File: src/pdr_defs.svh
// offsets, field positions and reset values for the port direction block
`ifndef PDR_DEFS_SVH
`define PDR_DEFS_SVH
`define PDR_NUM_PORTS 7
`define PDR_NUM_SEG_PORTS 4
`define PDR_OFF_DATA0 12'h000
`define PDR_OFF_DIR0 12'h004
`define PDR_OFF_SEGDIS0 12'h040
`define PDR_OFF_P7 12'h050
`define PDR_OFF_P7DIR 12'h054
`define PDR_OFF_PERIPH 12'h058
`define PDR_OFF_PIN 12'h05c
`define PDR_P7_MUL_A 0
`define PDR_P7_MUL_B 1
`define PDR_P7_LO 2
`define PDR_P7_HI 4
`define PDR_RST_BYTE 8'h00
`endif

File: src/pdr_pkg.sv
// types shared by the port direction block
package pdr_pkg;
	typedef logic [7:0] pdr_byte_t;
	typedef struct packed {
		logic [31:0] paddr;
		logic psel;
		logic penable;
		logic pwrite;
		logic [31:0] pwdata;
	} pdr_apb_req_t;
	typedef struct packed {
		logic [31:0] prdata;
		logic pready;
		logic pslverr;
	} pdr_apb_rsp_t;
	typedef struct packed {
		pdr_byte_t [6:0] latch;
		pdr_byte_t [6:0] dir;
		pdr_byte_t [3:0] segdis;
		logic [4:2] p7_latch;
		logic [4:2] p7_dir;
		logic [31:0] prdata;
		logic pslverr;
	} pdr_state_t;
	typedef struct packed {
		logic realtime_port_out_0;
		logic realtime_port_out_1;
		logic timer_x_out_a;
		logic timer_x_out_b;
		logic timer_four_out;
		logic timer_three_out;
		logic timer_two_or_clock_out;
	} pdr_periph_t;
endpackage

File: src/pdr_port.sv
// gpio direction, latch and readback logic behind an apb slave
// Functional notes
// - each direction-controlled pin has its own direction bit.
// - direction bit zero always makes the pin an input.
// - lower four ports drive only when direction and segment-disable are both one.
// - upper ports and three last-port pins drive when direction is one.
// - reading an output pin returns the port latch.
// - selected peripheral output makes reads return the peripheral value.
// - input pins stay undriven; writes update only the latch.
// - multiplier-shared input pins read one while multiplier in use.
//
// Local design decisions: register access over APB and the register offsets.
`timescale 1ns/1ps
`include "pdr_defs.svh"
module pdr_port (
	input wire logic CLK,
	input wire logic RESET,
	input wire pdr_pkg::pdr_apb_req_t APB_REQ,
	output pdr_pkg::pdr_apb_rsp_t APB_RSP,
	input wire logic [55:0] PIN_IN,
	input wire logic [4:0] P7_PIN_IN,
	output logic [55:0] PIN_OUT,
	output logic [55:0] PIN_OE,
	output logic [4:2] P7_PIN_OUT,
	output logic [4:2] P7_PIN_OE,
	input wire logic MULTIPLIER_ACTIVE,
	input wire pdr_pkg::pdr_periph_t PERIPH_OUT,
	input wire logic [6:0] PERIPH_SEL
);
	import pdr_pkg::*;

	pdr_state_t st;
	pdr_state_t next_st;
	logic [55:0] oe;
	logic [55:0] ovr_en;
	logic [55:0] ovr_val;
	logic [55:0] rd_pin;
	logic [7:0] p7_rd;
	logic [11:0] off;
	logic wr;
	logic rd;
	logic hit;

	// peripheral pin mapping: p5.0, p5.1, p6.5, p6.3, p6.6, p6.7, p4.7 (assumed positions)
	always_comb begin
		ovr_en = '0;
		ovr_val = '0;
		ovr_en[40] = PERIPH_SEL[0];
		ovr_val[40] = PERIPH_OUT.realtime_port_out_0;
		ovr_en[41] = PERIPH_SEL[1];
		ovr_val[41] = PERIPH_OUT.realtime_port_out_1;
		ovr_en[53] = PERIPH_SEL[2];
		ovr_val[53] = PERIPH_OUT.timer_x_out_a;
		ovr_en[51] = PERIPH_SEL[3];
		ovr_val[51] = PERIPH_OUT.timer_x_out_b;
		ovr_en[54] = PERIPH_SEL[4];
		ovr_val[54] = PERIPH_OUT.timer_four_out;
		ovr_en[55] = PERIPH_SEL[5];
		ovr_val[55] = PERIPH_OUT.timer_three_out;
		ovr_en[39] = PERIPH_SEL[6];
		ovr_val[39] = PERIPH_OUT.timer_two_or_clock_out;
	end

	// direction decode and per-pin readback
	always_comb begin
		for (int p = 0; p < `PDR_NUM_PORTS; p++) begin
			for (int b = 0; b < 8; b++) begin
				if (p < `PDR_NUM_SEG_PORTS) begin
					oe[p*8+b] = st.dir[p][b] & st.segdis[p][b];
				end else begin
					oe[p*8+b] = st.dir[p][b];
				end
				if (ovr_en[p*8+b]) begin
					rd_pin[p*8+b] = ovr_val[p*8+b];
				end else if (oe[p*8+b]) begin
					rd_pin[p*8+b] = st.latch[p][b];
				end else begin
					rd_pin[p*8+b] = PIN_IN[p*8+b];
				end
			end
		end
	end

	always_comb begin
		p7_rd = 8'h00;
		p7_rd[4:0] = P7_PIN_IN;
		for (int b = `PDR_P7_LO; b <= `PDR_P7_HI; b++) begin
			if (st.p7_dir[b]) begin
				p7_rd[b] = st.p7_latch[b];
			end
		end
		if (MULTIPLIER_ACTIVE) begin
			p7_rd[`PDR_P7_MUL_A] = 1'b1;
			p7_rd[`PDR_P7_MUL_B] = 1'b1;
		end
	end

	// pins drive only where enabled; latch never reaches an input pin
	always_comb begin
		for (int i = 0; i < 56; i++) begin
			PIN_OE[i] = oe[i] | (ovr_en[i] & oe[i]);
			PIN_OUT[i] = ovr_en[i] ? ovr_val[i] : st.latch[i/8][i%8];
		end
		P7_PIN_OE = st.p7_dir;
		P7_PIN_OUT = st.p7_latch;
	end

	assign off = APB_REQ.paddr[11:0];
	assign wr = APB_REQ.psel & APB_REQ.penable & APB_REQ.pwrite;
	assign rd = APB_REQ.psel & ~APB_REQ.penable & ~APB_REQ.pwrite;

	// zero-wait slave: read data captured in setup, pready always high
	always_comb begin
		next_st = st;
		hit = 1'b0;
		if (APB_REQ.psel & ~APB_REQ.penable) begin
			next_st.prdata = 32'h00000000;
			next_st.pslverr = 1'b0;
		end
		for (int p = 0; p < `PDR_NUM_PORTS; p++) begin
			if (off == `PDR_OFF_DATA0 + 12'(p*8)) begin
				hit = 1'b1;
				if (wr) begin
					next_st.latch[p] = APB_REQ.pwdata[7:0];
				end
				if (rd) begin
					next_st.prdata = {24'h000000, rd_pin[p*8 +: 8]};
				end
			end
			if (off == `PDR_OFF_DIR0 + 12'(p*8)) begin
				hit = 1'b1;
				if (wr) begin
					next_st.dir[p] = APB_REQ.pwdata[7:0];
				end
				if (rd) begin
					next_st.prdata = {24'h000000, st.dir[p]};
				end
			end
		end
		for (int p = 0; p < `PDR_NUM_SEG_PORTS; p++) begin
			if (off == `PDR_OFF_SEGDIS0 + 12'(p*4)) begin
				hit = 1'b1;
				if (wr) begin
					next_st.segdis[p] = APB_REQ.pwdata[7:0];
				end
				if (rd) begin
					next_st.prdata = {24'h000000, st.segdis[p]};
				end
			end
		end
		if (off == `PDR_OFF_P7) begin
			hit = 1'b1;
			if (wr) begin
				next_st.p7_latch = APB_REQ.pwdata[4:2];
			end
			if (rd) begin
				next_st.prdata = {24'h000000, p7_rd};
			end
		end
		if (off == `PDR_OFF_P7DIR) begin
			hit = 1'b1;
			if (wr) begin
				next_st.p7_dir = APB_REQ.pwdata[4:2];
			end
			if (rd) begin
				next_st.prdata = {27'h0000000, st.p7_dir, 2'b00};
			end
		end
		if (off == `PDR_OFF_PIN || off == `PDR_OFF_PERIPH) begin
			hit = 1'b1;
			if (rd) begin
				next_st.prdata = (off == `PDR_OFF_PIN) ? {27'h0000000, P7_PIN_IN} : {25'h0000000, PERIPH_SEL};
			end
		end
		// unmapped: slverr, reads zero
		if (APB_REQ.psel & ~APB_REQ.penable & ~hit) begin
			next_st.pslverr = 1'b1;
		end
	end

	always_ff @(posedge CLK) begin
		if (RESET) begin
			st <= '0;
		end else begin
			st <= next_st;
		end
	end

	assign APB_RSP.prdata = st.prdata;
	assign APB_RSP.pready = 1'b1;
	assign APB_RSP.pslverr = st.pslverr & APB_REQ.psel & APB_REQ.penable;

	property p_dir_zero_input;
		@(posedge CLK) disable iff (RESET) (st.dir[4][0] == 1'b0) |-> (PIN_OE[32] == 1'b0);
	endproperty
	a_dir_zero_input: assert property (p_dir_zero_input) else $error("pin driven with direction zero");

	property p_seg_needs_both;
		@(posedge CLK) disable iff (RESET) PIN_OE[0] |-> (st.dir[0][0] && st.segdis[0][0]);
	endproperty
	a_seg_needs_both: assert property (p_seg_needs_both) else $error("segment pin driven without both bits");

	property p_upper_out;
		@(posedge CLK) disable iff (RESET) wr && off == `PDR_OFF_DIR0 + 12'h020 && APB_REQ.pwdata[0] |=> PIN_OE[32];
	endproperty
	a_upper_out: assert property (p_upper_out) else $error("upper pin not driven after direction set");

	property p_latch_read;
		@(posedge CLK) disable iff (RESET) rd && off == `PDR_OFF_DATA0 && oe[0] && !ovr_en[0] |=> APB_RSP.prdata[0] == $past(st.latch[0][0]);
	endproperty
	a_latch_read: assert property (p_latch_read) else $error("output read not from latch");

	property p_periph_read;
		@(posedge CLK) disable iff (RESET) rd && off == `PDR_OFF_DATA0 + 12'h028 && PERIPH_SEL[0] |=> APB_RSP.prdata[0] == $past(PERIPH_OUT.realtime_port_out_0);
	endproperty
	a_periph_read: assert property (p_periph_read) else $error("peripheral value not read");

	property p_input_float;
		@(posedge CLK) disable iff (RESET) wr && off == `PDR_OFF_DATA0 && !st.dir[0][0] |=> !PIN_OE[0];
	endproperty
	a_input_float: assert property (p_input_float) else $error("write drove input pin");

	property p_mul_one;
		@(posedge CLK) disable iff (RESET) rd && off == `PDR_OFF_P7 && MULTIPLIER_ACTIVE |=> APB_RSP.prdata[1:0] == 2'b11;
	endproperty
	a_mul_one: assert property (p_mul_one) else $error("multiplier pins not read as one");

	property p_reset_dir;
		@(posedge CLK) $past(RESET) |-> (PIN_OE == 56'h0 && P7_PIN_OE == 3'b000);
	endproperty
	a_reset_dir: assert property (p_reset_dir) else $error("pins driven after reset");
endmodule

File: config.mk
export PLATFORM = sky130hd
export DESIGN_NAME = pdr_port
export DESIGN_NICKNAME = d
export VERILOG_FILES = /design/src/pdr_pkg.sv /design/src/pdr_port.sv
export VERILOG_INCLUDE_DIRS = /design/src
export SDC_FILE = /design/constraint.sdc
export NUM_CORES = 1
export LEC_CHECK = 0
export ABC_AREA = 0
export BUFFER_PORTS_ARGS = -buffer_cell sky130_fd_sc_hd__buf_2
export CORE_UTILIZATION = 53
export DETAILED_ROUTE_END_ITERATION = 12
export MAX_ROUTING_LAYER = met4
export PLACE_DENSITY = 0.79
export SLEW_MARGIN = 10
export SYNTH_ARGS = -nofsm -noshare
export SYNTH_HDL_FRONTEND = slang
export SYNTH_SLANG_ARGS = --single-unit
File: constraint.sdc
create_clock -name CLK -period 3.2 [get_ports CLK]
set_clock_uncertainty 0.05 [all_clocks]
set_input_delay 0.8 -clock CLK [delete_from_list [all_inputs] [get_ports CLK]]
set_output_delay 0.8 -clock CLK [all_outputs]
set_load 0.01 [all_outputs]
* After elaboration in Yosys (flattened, before gate mapping) *
Cells that the tools add are included.

storage, ports and cells
  logic and storage cells = 262
  bits in registers = 183
  bits of input ports = 145
  output and inout port bits = 152

cells by class
  equality and inequality tests = 21
  bitwise logic cells = 56
  reduce and logical (&&, ||, !) cells = 23
  muxes and demuxes = 140

operators with widths
  operator               number
  $mux W32               42
  $eq A12 B7 Y1 const B  8
  $mux W1                95
  $eq A12 B6 Y1 const B  6
  $eq A12 B5 Y1 const B  4
  $and A1 B1 Y1          46
  $reduce_and A2 Y1      20
  $mux W33               1
  $eq A12 B4 Y1 const B  2
  $eq A12 B3 Y1 const B  1
  $logic_not A12 Y1      1
  $mux W7                1
  $or A1 B1 Y1           7
  $not A1 Y1             3
  $mux W2                1
  $reduce_bool A2 Y1     1
  $logic_or A1 B1 Y1     1

* Depth between registers and ports, before layout *
Gate-level depths: netlist of the first run.

  depth after elaboration = 45
  depth in mapped cells = 9
  gate-level depth less buffers = 7

* Worst setup path after synthesis of the first run *
OpenSTA, ideal clock, no wires.

  path type = in2reg
  start point = in APB_REQ[36] in the netlist's numbering
  end point = reg st, in the netlist APB_RSP[4]
  data arrival time = 2.482 ns
  path slack = 0.541 ns
  path buffers = 1
  setup time = 0.126 ns
  stages on the path = 8
  required time = 3.024 ns
  cell sequence = or4_4 > buf_6 > nor3_2 > nand3_1 > o22ai_1 > a2111oi_2 > nor4_1 > o22ai_1

on the way
  word-level cells in the longest chain between the ends = 42
  elaborated cells on any way between the ends = 65
  those cells by class = eq/ne (21); mux (42); reduce/logical (2)

RTL lines
  element               line             RTL
  from (decl)           pdr_port.sv:18   input wire pdr_pkg::pdr_apb_req_t APB_REQ,
  $logic_not A12 Y1     pdr_port.sv:121  if (off == `PDR_OFF_DATA0 + 12'(p*8)) begin
  $mux W32              pdr_port.sv:121
  $mux W32              pdr_port.sv:135  if (rd) begin
  $mux W32              pdr_port.sv:130  if (off == `PDR_OFF_DIR0 + 12'(p*8)) begin
  $mux W32              pdr_port.sv:126  if (rd) begin
  $mux W32              pdr_port.sv:121
  $mux W32              pdr_port.sv:135
  $mux W32              pdr_port.sv:130
  (+26 left out)        --
  $mux W32              pdr_port.sv:146  if (rd) begin
  $mux W32              pdr_port.sv:141  if (off == `PDR_OFF_SEGDIS0 + 12'(p*4)) begin
  $mux W32              pdr_port.sv:156  if (rd) begin
  $mux W32              pdr_port.sv:151  if (off == `PDR_OFF_P7) begin
  $mux W32              pdr_port.sv:165  if (rd) begin
  $mux W32              pdr_port.sv:160  if (off == `PDR_OFF_P7DIR) begin
  $mux W32              pdr_port.sv:171  if (rd) begin
  $mux W32 (*)          pdr_port.sv:169  if (off == `PDR_OFF_PIN || off == `PDR_OFF_PERIPH) begin
  to (signal assigned)  pdr_port.sv:185  st <= next_st;
  to (decl)             pdr_port.sv:32   pdr_state_t st;

Every way passes the cells marked *; elsewhere a longest branch is shown, timed or not.
A chain may end at the register's enable or synchronous reset.

* Final worst setup path of the first run *
  start point = in APB_REQ[40] in the netlist's numbering
  end point = reg st, in the netlist APB_RSP[6]

The elaborated chain is that of the path after synthesis.

==> results.txt, run 1 <==
* Initial Util: 0.548
* Post-CTS sizing: 0
- RSZ-0062 raised after global routing: no
- Sort of element at the start of the critical path: input pin
- TritonCTS built the clock tree.
* Synthesized area per cell: 7.92 µm²
* Overall die area: ~21,000 µm²
* Final worst-path setup slack: 289 ps
- Yosys printed 0 warnings.
- The final count of pins violating max slew was 0.
* MaxCap Viol Count: 0
* Number of storage elements in the synthesis netlist: roughly 180
- Worst path required time: 3460 ps
* Reg area: between 3000 and 4000 µm²
- Fraction of layout instances using a drive strength above 1: 0.289
- Leaving out filler cells and counting taps, the final layout contains 1,774.
* Number of antenna violations at the first check in global routing: 2
- Counting both buffers and inverters, the worst setup path holds a total of 1.
* Most common cell type on the critical path: nor4_1
- In this run the worst path has a maximum fanout of 6.
- Traced cell by cell, the critical path runs through buf_2 -> or4b_1 -> nor4_1 -> a22oi_1 -> o221ai_1 -> a21oi_1 -> nor4_1 -> o22ai_1.
* DR DRC count: 0
- Number of hold violations in the final report: 0
* Post-layout power: 0.00486 W
- Fin crit share: 0.910
- The pre-antenna-repair detailed-routing pass consisted of 5 iterations.
- Synthesis handed over a netlist of roughly 1,400 instances.
- The number of nets handed over by synthesis was 1,509.
- The via count of the first global-routing pass was between 9,000 and 10,000.
- Cell Rows: 51
* Type of destination of the critical path: flop
* Max transition margin: 0.274
- Buffer depth of the longest clock path: 2
- Horizontal die dimension: 145 µm
* DP Cell Count: 1,740
- Number of buffers added by the clock tree synthesis step: 17
- Sum of net half-perimeters after detailed placement: 29,900 µm
* Status: complete, no violations
* Mapped Area: approximately 11,000 µm²
- In the final layout, the multi-input gates occupy 5670 µm².
* Post-Route WL: 39,900 µm
- Hold path startpoint: APB_RSP[14]$_SDFF_PP0_
- Cell family with most CP delay: simple AND/OR/NAND/NOR gates
* Iteration-0 DRC count of the detailed router: 1,129
- Top-Level Pins: 297
- For the pin with the worst max-slew slack, the measured transition is approximately 1100 ps.
- Counting the fill cells in the layout gives 1,758.
* Vias per cell: 6.09
* Type of the tightest min-delay check: flop to flop
* EDFF count, synth: 0
- Arrival time of data at the critical path endpoint: 3170 ps
- Final net count: 1,639
- Worst slack at placement: -31.2 ps
- The clock reaches the later pin of the worst-skew pair after 450 ps.
- Num Clock Sinks: 183
- For this design the ratio of total power to cell area is between 300 and 400 nW/µm².
- Most frequent standard cell in the layout excluding fill and tap cells: buf_2
* Overall die height: 145 µm
- Worst setup path startpoint: APB_REQ[40]
* Count of vias placed by the detailed router: 10,800
- Routed length per placed instance: 22.5 µm
- After clock tree synthesis, the flow added hold-fix buffers numbering 0.
* Top library cells by usage in the layout, fill and taps aside: 250 x buf_2, 183 x dfxtp_1, 179 x nand2_1
* Port Buffers: 251
- Overall routing resource usage: 0.395
- Post-CTS Setup Inserts: 0
- Among all flip-flop cells after synthesis, the most frequent one is dfxtp_1.
- Once detail routing completed, the nets flagged for antenna violations numbered 0.
- Clock tree synthesis selected as its root buffer the cell clkbuf_16.
- The total overflow left after global routing is 0.
- Register area share after synthesis: 0.339
- Share of synthesized registers carrying an async set or reset: 0
* Synthesis-to-layout area growth: 14.6%
* Slowest-stage cell, CP: or4b_1
* Htree depth: 4
* Maximum vdd drop: around 0.41 mV
- Delay of the slowest cell on the worst path: 700 ps
* Final Setup Violations: 0
- WS Path Type: input pin to flop
* Post-route minimum period: 2910 ps
- Area of the core: between 15,000 and 20,000 µm²
- Timing would allow up to 0.344 GHz.
- Largest net degree at the start of global routing: between 50 and 60
* Clk pin slew, worst setup/hold paths: approximately 70 ps
- Reg2Reg Launch Point: st[51]$_SDFFE_PP0P_
* P_leak: 4.97 nW
* Cell variety after synth: 81
- Wire length of the first global-routing pass: 58,500 µm
* Gpl congestion: ~1.0
-- cell families (layout without fill, tap and decap cells) --
family,Yosys count,in the layout,synth area share
buf+inv,243,386,0.138
flops,183,183,0.339
xor+xnor,1,1,0.000811
mux,93,93,0.0897
simple gates,540,540,0.265
compound gates,303,303,0.167
other cells,1,3,0.000347
-- through the flow --
step	cell area (µm²)	TNS, ps	hold slack, ps	utilization
after floorplan	10800	0	381	-
after global placement	11800	0	386	0.597
after detailed placement	11800	-31.2	389	0.597
after CTS	12400	0	408	0.627
after global routing	12400	0	419	0.628
final	12400	0	403	0.628
-- final cells by class --
cell class	instances	share of cell area
antenna	2	0.000404
clock buffer	19	0.0358
clock inverter	13	0.0122
inverter	8	0.00243
multi-input combinational	938	0.458
sequential	183	0.296
tap	265	0.0268
timing repair buffer	346	0.168
-- layer usage --
metal | vias up | share of wire | GRT usage
met5 | - | 0 | -
met4 | 0 | 0.033 | 0.164
met3 | 87 | 0.091 | 0.0642
met2 | 631 | 0.45 | 0.593
met1 | 5142 | 0.42 | 0.525
li1 | 4949 | - | -
-- state kept, by name, summed over array words and instances, names as in the netlist --
signal      count
PIN_OUT        49
oe              7
P7_PIN_OUT      3
APB_RSP        32
st             72
P7_PIN_OE       3
PIN_OE         17
-- where the power goes --
| group | internal, W | switching (W) |
|---|---|---|
| Sequential | 0.00228 | 0.00000102 |
| Clock | 0.00114 | 0.00104 |
| Combinational | 0.000136 | 0.000275 |
-- worst reg2reg max path, delay by kind of cell (launching register included) --
family	cells	cell delay, ps
compound gates	3	760
flops	1	480
mux	1	350
simple gates	2	690
-- synthesized netlist by cell type, types with 4 or more instances --
library cell	instances	area, µm²
dfxtp_1	183	3660
nand2_1	179	672
a21oi_1	154	771
buf_4	144	1080
nand3_1	130	651
nor2_1	77	289
mux2i_1	72	721
clkbuf_1	68	255
and2_1	56	350
o21ai_0	33	165
o22ai_1	23	144
mux2_2	20	225
o211ai_1	15	113
buf_2	14	70.1
o21ai_1	13	65.1
a31oi_1	10	62.6
nor3_1	9	45.0
nand4_1	8	50.1
nor2b_1	8	50.1
a221oi_1	7	61.3
a22oi_1	7	52.6
buf_1	7	26.3
inv_1	7	26.3
and3_1	6	37.5
nor4_1	6	37.5
o221ai_1	6	52.6
or3_1	6	37.5
a211oi_1	4	30.0
a21o_1	4	30.0
nand2b_1	4	25.0
nor3_4	4	65.1
nor4_4	4	85.1
or4b_1	4	40.0
-- worst paths after layout --
path,end,slack (ps),cells past startpoint
worst max-delay path,APB_RSP[6]$_SDFF_PP0_,290,8
worst min-delay path,APB_RSP[14]$_SDFF_PP0_,400,1
worst max register to register,APB_RSP[6]$_SDFF_PP0_,730,6
worst min register to register,APB_RSP[14]$_SDFF_PP0_,400,1
(Power assumes the default switching activity.)
==> run 2, diff against run 1 <==
--- a/config.mk
+++ b/config.mk
@@ -8,10 +8,11 @@
 export LEC_CHECK = 0
 export ABC_AREA = 0
 export BUFFER_PORTS_ARGS = -buffer_cell sky130_fd_sc_hd__buf_2
-export CORE_UTILIZATION = 53
+export CORE_UTILIZATION = 55
 export DETAILED_ROUTE_END_ITERATION = 12
+export HOLD_SLACK_MARGIN = 0.1
 export MAX_ROUTING_LAYER = met4
-export PLACE_DENSITY = 0.79
+export PLACE_DENSITY = 0.81
 export SLEW_MARGIN = 10
 export SYNTH_ARGS = -nofsm -noshare
 export SYNTH_HDL_FRONTEND = slang
==> constraint.sdc (replaced) <==
create_clock -name CLK -period 3.45 [get_ports CLK]
set_clock_uncertainty 0.05 [all_clocks]
set_input_delay 0.8625 -clock CLK [delete_from_list [all_inputs] [get_ports CLK]]
set_output_delay 0.8625 -clock CLK [all_outputs]
set_load 0.01 [all_outputs]
==> results.txt, run 2 (synthesized netlist as in run 1, its figures left out) <==
- For this design, the slowest cell found on the critical path is or4b_1.
- In this design, the critical path's most frequently occurring cell is nor4_1.
- Most flops, register: st
- The number of antenna violations at the first check in global routing is 0 (-2).
* Post-DRT Antenna Nets: 0 (unchanged)
- The biggest fanout along the worst timing path was 9 (+3).
- TritonCTS built the clock tree.
- Setup repair after global routing left no endpoint under its margin.
- Worst path required time: 3730 ps (+270 ps)
* Arrival time of data at the critical path endpoint: 3200 ps (+30 ps)
- Post-CTS Setup Inserts: 0 (unchanged)
* Port Buffers: 251 (unchanged)
- The total CTS buffers is 17 (unchanged).
* Iteration-0 DRC count of the detailed router: 1,345 (+19%)
* Fraction of layout instances using a drive strength above 1: 0.283 (-0.00647)
- The wire length of the first global-routing pass came to 58,100 µm (-0.55%).
* Initial Util: 0.570 (+0.0220)
* Total count of max-transition violations in the final report: 0 (unchanged)
- Worst setup path startpoint: APB_REQ[40]
- Sum of overflow across all layers after global routing: 0 (unchanged)
* Routed length per placed instance: 22.3 µm (-0.88%)
- The via count of the first global-routing pass is 10,000 (+2.0%).
- The run finished with clean final reports.
- The library cell used most frequently in the layout, excluding fill and tap cells, is buf_2.
- Overall routing resource usage: 0.397 (+0.00286)
- The post-cts repair resize count came to 0 (unchanged).
* WS Path Type: input pin to flop
* Reg2Reg Launch Point: st[49]$_SDFFE_PP0P_
- The estimated wirelength of the detail-placed design was 29,100 µm (-2.7%).
- Final net count: 1,624 (-0.92%)
- Type of the tightest min-delay check: flop to flop
- Slew at the pin with the worst max-slew slack: 1040 ps (-48.8 ps)
* Power density over cell area: 363 nW/µm² (-7.5%)
- The number of detailed-route iterations in the first pass was 7 (+2).
* Max frequency: 0.342 GHz
- Num Clock Sinks: 183 (unchanged)
* Max transition margin: 0.307 (+0.0326)
* Largest net degree at the start of global routing: 57 (-1.7%)
* Flip-flop count of the largest register, all copies and words added: 72 (unchanged)
- The number of max-cap violations came to 0 (unchanged).
* Hold buffer count at cts: 0 (unchanged)
- The source-to-sink clock delay at the later pin of the worst-skew pair was 450 ps (about the same).
- Top library cells by usage in the layout, fill and taps aside: 250 x buf_2, 183 x dfxtp_1, 179 x nand2_1
- Maximum vdd drop: 0.304 mV (-27%)
- The number of top-level pins is 297 (unchanged).
- Buffer depth of the longest clock path: 2 (unchanged)
- The overall die area is 20,200 µm² (-3.6%).
* Antenna cells: 0 (-2)
- The number of inserted filler cells in the final layout is 1,663 (-5.4%).
- Htree depth: 4 (unchanged)
- The leakage power was 4.88 nW (-1.8%).
- Number of hold violations in the final report: 0 (unchanged)
- Traced cell by cell, the critical path runs through buf_2 -> or4b_1 -> nor4_1 -> a22oi_1 -> o221ai_1 -> a21oi_1 -> nor4_1 -> o22ai_1.
- Horizontal die dimension: 142 µm (-1.8%)
- Fin crit share: 0.847
- Overall die height: 142 µm (-1.8%)
- The overall via count from detail_route came to 10,900 (+1.2%).
- Gpl congestion: 1.11 (+5.6%)
- Post-route minimum period: 2920 ps
* Delay of the slowest cell on the worst path: 710 ps (about the same)
- Setup total negative slack: 0 ps (unchanged)
- Post-Route WL: 39,100 µm (-2.1%)
- Final hold slack: 410 ps (+6.59 ps)
- Vias per cell: 6.24 (+2.5%)
- STA classifies the critical path endpoint as a flop.
- The detailed-route DRC error count came to 0 (unchanged).
* Clk pin slew, worst setup/hold paths: 80 ps (about the same)
- Buffer cell driving the clock tree root: clkbuf_16
* Cell Rows: 50 (-2.0%)
- Hold path startpoint: APB_RSP[18]$_SDFF_PP0_
* Sort of element at the start of the critical path: input pin
- Compared with the post-synthesis result, the final layout area differs by 12.8%.
* Area of the core: 19,000 µm² (-3.9%)
- Final Setup Violations: 0 (unchanged)
## run 2: cell count changes in the layout (fill, tap and decap cells not counted)
cell        delta
buf_12         -4
clkinv_2       +1
inv_6          -3
inv_8          +1
clkinvlp_4     +1
clkbuf_1       -1
diode_2        -2
buf_4         -11
clkinv_4       +2
bufinv_16      -1
## run 2: cell type report
cell class | count | area, µm² | share of cell area
clock buffers | 18 | 439 | 0.0360
inverters | 8 | 30.0 | 0.00246
clock inverters | 14 | 136 | 0.0112
repair buffers | 331 | 1920 | 0.158
well taps | 260 | 325 | 0.0267
multi-input cells | 938 | 5670 | 0.465
flip-flops and latches | 183 | 3660 | 0.301
## run 2: routing by layer
| metal | track usage | up-vias | routed length [µm] |
|---|---|---|---|
| li1 | - | 4907 | - |
| met1 | 0.520 | 5100 | 15600 |
| met2 | 0.604 | 786 | 17500 |
| met3 | 0.0656 | 148 | 4210 |
| met4 | 0.174 | 0 | 1740 |
| met5 | - | - | 0 |
## run 2: metrics by stage
step,total power [W],utilization,instance area (µm²),std cells,setup slack [ps]
after floorplan,0.00235,-,10800,1364,729
after global placement,0.00251,0.612,11600,1720,143
after detailed placement,0.00252,0.612,11600,1720,159
after CTS,0.00441,0.643,12200,1752,596
after global routing,0.00453,0.643,12200,1752,470
final,0.00443,0.643,12200,1752,527
## run 2: where the power goes
group,leakage [nW],switching (W),total [W],internal [W]
registers,1.47,0.000000516,0.00211,0.00211
clock network,0.279,0.000968,0.00194,0.000977
logic,3.13,0.000251,0.000371,0.000120
## run 2: path summary, 6_finish.rpt
path | end | slack (ps) | cells past startpoint
worst max-delay path | APB_RSP[6]$_SDFF_PP0_ | 530 | 8
worst min-delay path | APB_RSP[18]$_SDFF_PP0_ | 410 | 1
worst max register to register | APB_RSP[4]$_SDFF_PP0_ | 1100 | 6
worst min register to register | APB_RSP[18]$_SDFF_PP0_ | 410 | 1
## run 2: critical path: cells and delay by family
kind | cells | cell delay [ps]
buffers and inverters | 1 | 180
AND/OR/NAND/NOR | 3 | 1550
AO/OA/AOI/OAI | 4 | 610
==> run 3, diff against run 2 <==
--- a/config.mk
+++ b/config.mk
@@ -8,11 +8,11 @@
 export LEC_CHECK = 0
 export ABC_AREA = 0
 export BUFFER_PORTS_ARGS = -buffer_cell sky130_fd_sc_hd__buf_2
-export CORE_UTILIZATION = 55
+export CORE_UTILIZATION = 53
 export DETAILED_ROUTE_END_ITERATION = 12
 export HOLD_SLACK_MARGIN = 0.1
 export MAX_ROUTING_LAYER = met4
-export PLACE_DENSITY = 0.81
+export PLACE_DENSITY = 0.79
 export SLEW_MARGIN = 10
 export SYNTH_ARGS = -nofsm -noshare
 export SYNTH_HDL_FRONTEND = slang
==> constraint.sdc (replaced) <==
create_clock -name CLK -period 3.05 [get_ports CLK]
set_clock_uncertainty 0.05 [all_clocks]
set_input_delay 0.7625 -clock CLK [delete_from_list [all_inputs] [get_ports CLK]]
set_output_delay 0.7625 -clock CLK [all_outputs]
set_load 0.01 [all_outputs]
==> results.txt, run 3 (synthesized netlist as in run 1, its figures left out) <==
* Reg2Reg Launch Point: st[49]$_SDFFE_PP0P_
- Total count of max-transition violations in the final report: 0 (unchanged)
- The overall via count from detail_route was 10,900 (-0.12%).
* Synthesis-to-layout area growth: 15.3%
- Number of antenna violations at the first check in global routing: 0 (unchanged)
* Fraction of layout instances using a drive strength above 1: 0.295 (+0.0126)
- Leaving out fill and tap cells, the most frequent cells in the layout are 250 x buf_2, 183 x dfxtp_1, 179 x nand2_1.
- The overall die area came to 20,900 µm² (+3.7%).
- Area of all placed cells without fillers: 12,400 µm² (+2.2%)
* Clk pin slew, worst setup/hold paths: 70 ps (about the same)
* CP Capture Point: APB_RSP[6]$_SDFF_PP0_
- The post-CTS setup buffer count came to 0 (unchanged).
* CP max FO: 7 (-2)
- Number of buffers added by the clock tree synthesis step: 17 (unchanged)
* Most frequent standard cell in the layout excluding fill and tap cells: buf_2
* Reg area: 3660 µm² (unchanged)
- The TritonCTS sink count is 183 (unchanged).
* Slew at the pin with the worst max-slew slack: 1100 ps (+66.0 ps)
- Status: complete, no violations
* WS Path Type: input pin to flop
- Htree depth: 4 (unchanged)
- STA classifies the critical path endpoint as a flop.
- Sort of element at the start of the critical path: input pin
* Vias per cell: 6.12 (-2.0%)
- End of the worst register-to-register path: APB_RSP[4]$_SDFF_PP0_
- Final Setup Violations: 0 (unchanged)
* MaxCap Viol Count: 0 (unchanged)
- TritonCTS built the clock tree.
- The cell sitting at the root of the clock tree is a clkbuf_16.
- DR DRC count: 0 (unchanged)
* Sum of net half-perimeters after detailed placement: 30,300 µm (+4.2%)
- The area of placed instances was 11,900 µm² (+2.3%).
- The site row count was 51 (+2.0%).
- Iteration-0 DRC count of the detailed router: 1,203 (-11%)
- The area of the core was 19,700 µm² (+4.0%).
- The starting density of the core is 0.548 (-0.0220).
* Critical Path Stages: 9 (+1)
- The routed wirelength normalized by instance count is 22.4 µm (+0.45%).
- The number of hold buffers added after CTS is 0 (unchanged).
* Number of hold violations in the final report: 0 (unchanged)
* Sum of overflow across all layers after global routing: 0 (unchanged)
- Buffer depth of the longest clock path: 2 (unchanged)
- In the finished design, the share of the clock period the worst path needs comes to 0.930.
- Via count of the first global-routing pass: 9,813 (-2.0%)
- The worst reg2reg path depth is 6 (unchanged).
- The path class of the tightest hold or removal check is flop to flop.
- The area occupied by multi-input gates is 5670 µm² (unchanged).
- The number of detailed-route iterations in the first pass was 7 (unchanged).
- The max-slew headroom at the worst pin is 0.263 (-0.0441).
- The power density over the cells came to 403 nW/µm² (+11%).
* Maximum vdd drop: 0.509 mV (+67%)
* Bufs and invs on worst path: 2 (+1)
- Delay of the slowest cell on the worst path: 630 ps (-80 ps)
- P_leak: 5.03 nW (+3.1%)
- The signal on the critical path passes through buf_2 -> or4_4 -> buf_4 -> nor2_4 -> nand3_2 -> o221ai_1 -> a21oi_1 -> nor4_1 -> o22ai_1.
* Flop2flop setup slack: 730 ps (-370 ps)
- Wire length of the first global-routing pass: 58,000 µm (-0.15%)
- Worst setup path startpoint: APB_REQ[36]
- Flip-flop count of the largest register, all copies and words added: 72 (unchanged)
- The register with the most flip-flops in the final layout is st.
* Overall routing resource usage: 0.391 (-0.00636)
* Largest net degree at the start of global routing: 72 (+26%)
- Antenna cells: 0 (unchanged)
- Gpl congestion: 1.02 (-7.9%)
* Cell family with most CP delay: simple AND/OR/NAND/NOR gates
* Worst path required time: 3300 ps (-430 ps)
* Horizontal die dimension: 145 µm (+1.8%)
- Arrival time of data at the critical path endpoint: 3090 ps (-110 ps)
- Overall die height: 145 µm (+1.8%)
* Top-Level Pins: 297 (unchanged)
- Setup repair after global routing left no endpoint under its margin.
- Max frequency: ~0.35 GHz
- Final net count: 1,652 (+1.7%)
- The count of input and output buffers was 251 (unchanged).
* Util after Layout: 0.631 (-0.0113)
- Fill cells: 1,785 (+7.3%)
- Post-CTS sizing: 0 (unchanged)
- The source-to-sink clock delay at the later pin of the worst-skew pair is 440 ps (about the same).
- Post-Route WL: 40,000 µm (+2.3%)
- Slowest-stage cell, CP: or4_4
* Post-DRT Antenna Nets: 0 (unchanged)
- DP Cell Count: 1,753 (+1.9%)
- The worst path needs 2840 ps of the cycle, external delays included.
- The number of standard cells in the final layout excluding fillers came to 1,785 (+1.9%).
-- run 3: how the worst min path moves through the flow --
stage | from | to | slack, ps | cells past startpoint
floorplan | APB_RSP[10]$_SDFF_PP0_ | APB_RSP[10]$_SDFF_PP0_ | 380 | 1
global placement | APB_RSP[11]$_SDFF_PP0_ | APB_RSP[11]$_SDFF_PP0_ | 390 | 1
detailed placement | APB_RSP[10]$_SDFF_PP0_ | APB_RSP[10]$_SDFF_PP0_ | 390 | 1
CTS | APB_RSP[15]$_SDFF_PP0_ | APB_RSP[15]$_SDFF_PP0_ | 410 | 1
global route | APB_RSP[15]$_SDFF_PP0_ | APB_RSP[15]$_SDFF_PP0_ | 410 | 1
finish | APB_RSP[29]$_SDFF_PP0_ | APB_RSP[29]$_SDFF_PP0_ | 410 | 1
-- run 3: layout make-up --
class | count | area share
Tap cell | 265 | 0.0266
Timing Repair Buffer | 359 | 0.175
Clock inverter | 13 | 0.0107
Sequential cell | 183 | 0.294
Inverter | 8 | 0.00241
Clock buffer | 19 | 0.0356
Multi-Input combinational cell | 938 | 0.455
-- run 3: power by group --
group          internal [W]  switching, W  total [W]
sequential          0.00239    0.00000110    0.00239
combinational      0.000153      0.000291   0.000444
clock               0.00111       0.00107    0.00218
total               0.00365       0.00136    0.00502
-- run 3: metal layers --
layer,wire (µm),vias up,global-route usage
met5,0,-,-
met4,1170,0,0.121
met3,4110,73,0.0615
met2,18500,702,0.618
met1,16300,5186,0.512
li1,-,4967,-
-- run 3: stage by stage --
stage               power [W]  TNS, ps  hold WS (ps)  setup slack (ps)
floorplan             0.00266        0           381               429
global placement      0.00287     -245           386             -81.3
detailed placement    0.00287     -313           389              -115
CTS                   0.00502        0           408               315
global route          0.00514        0           412               166
finish                0.00502        0           406               215
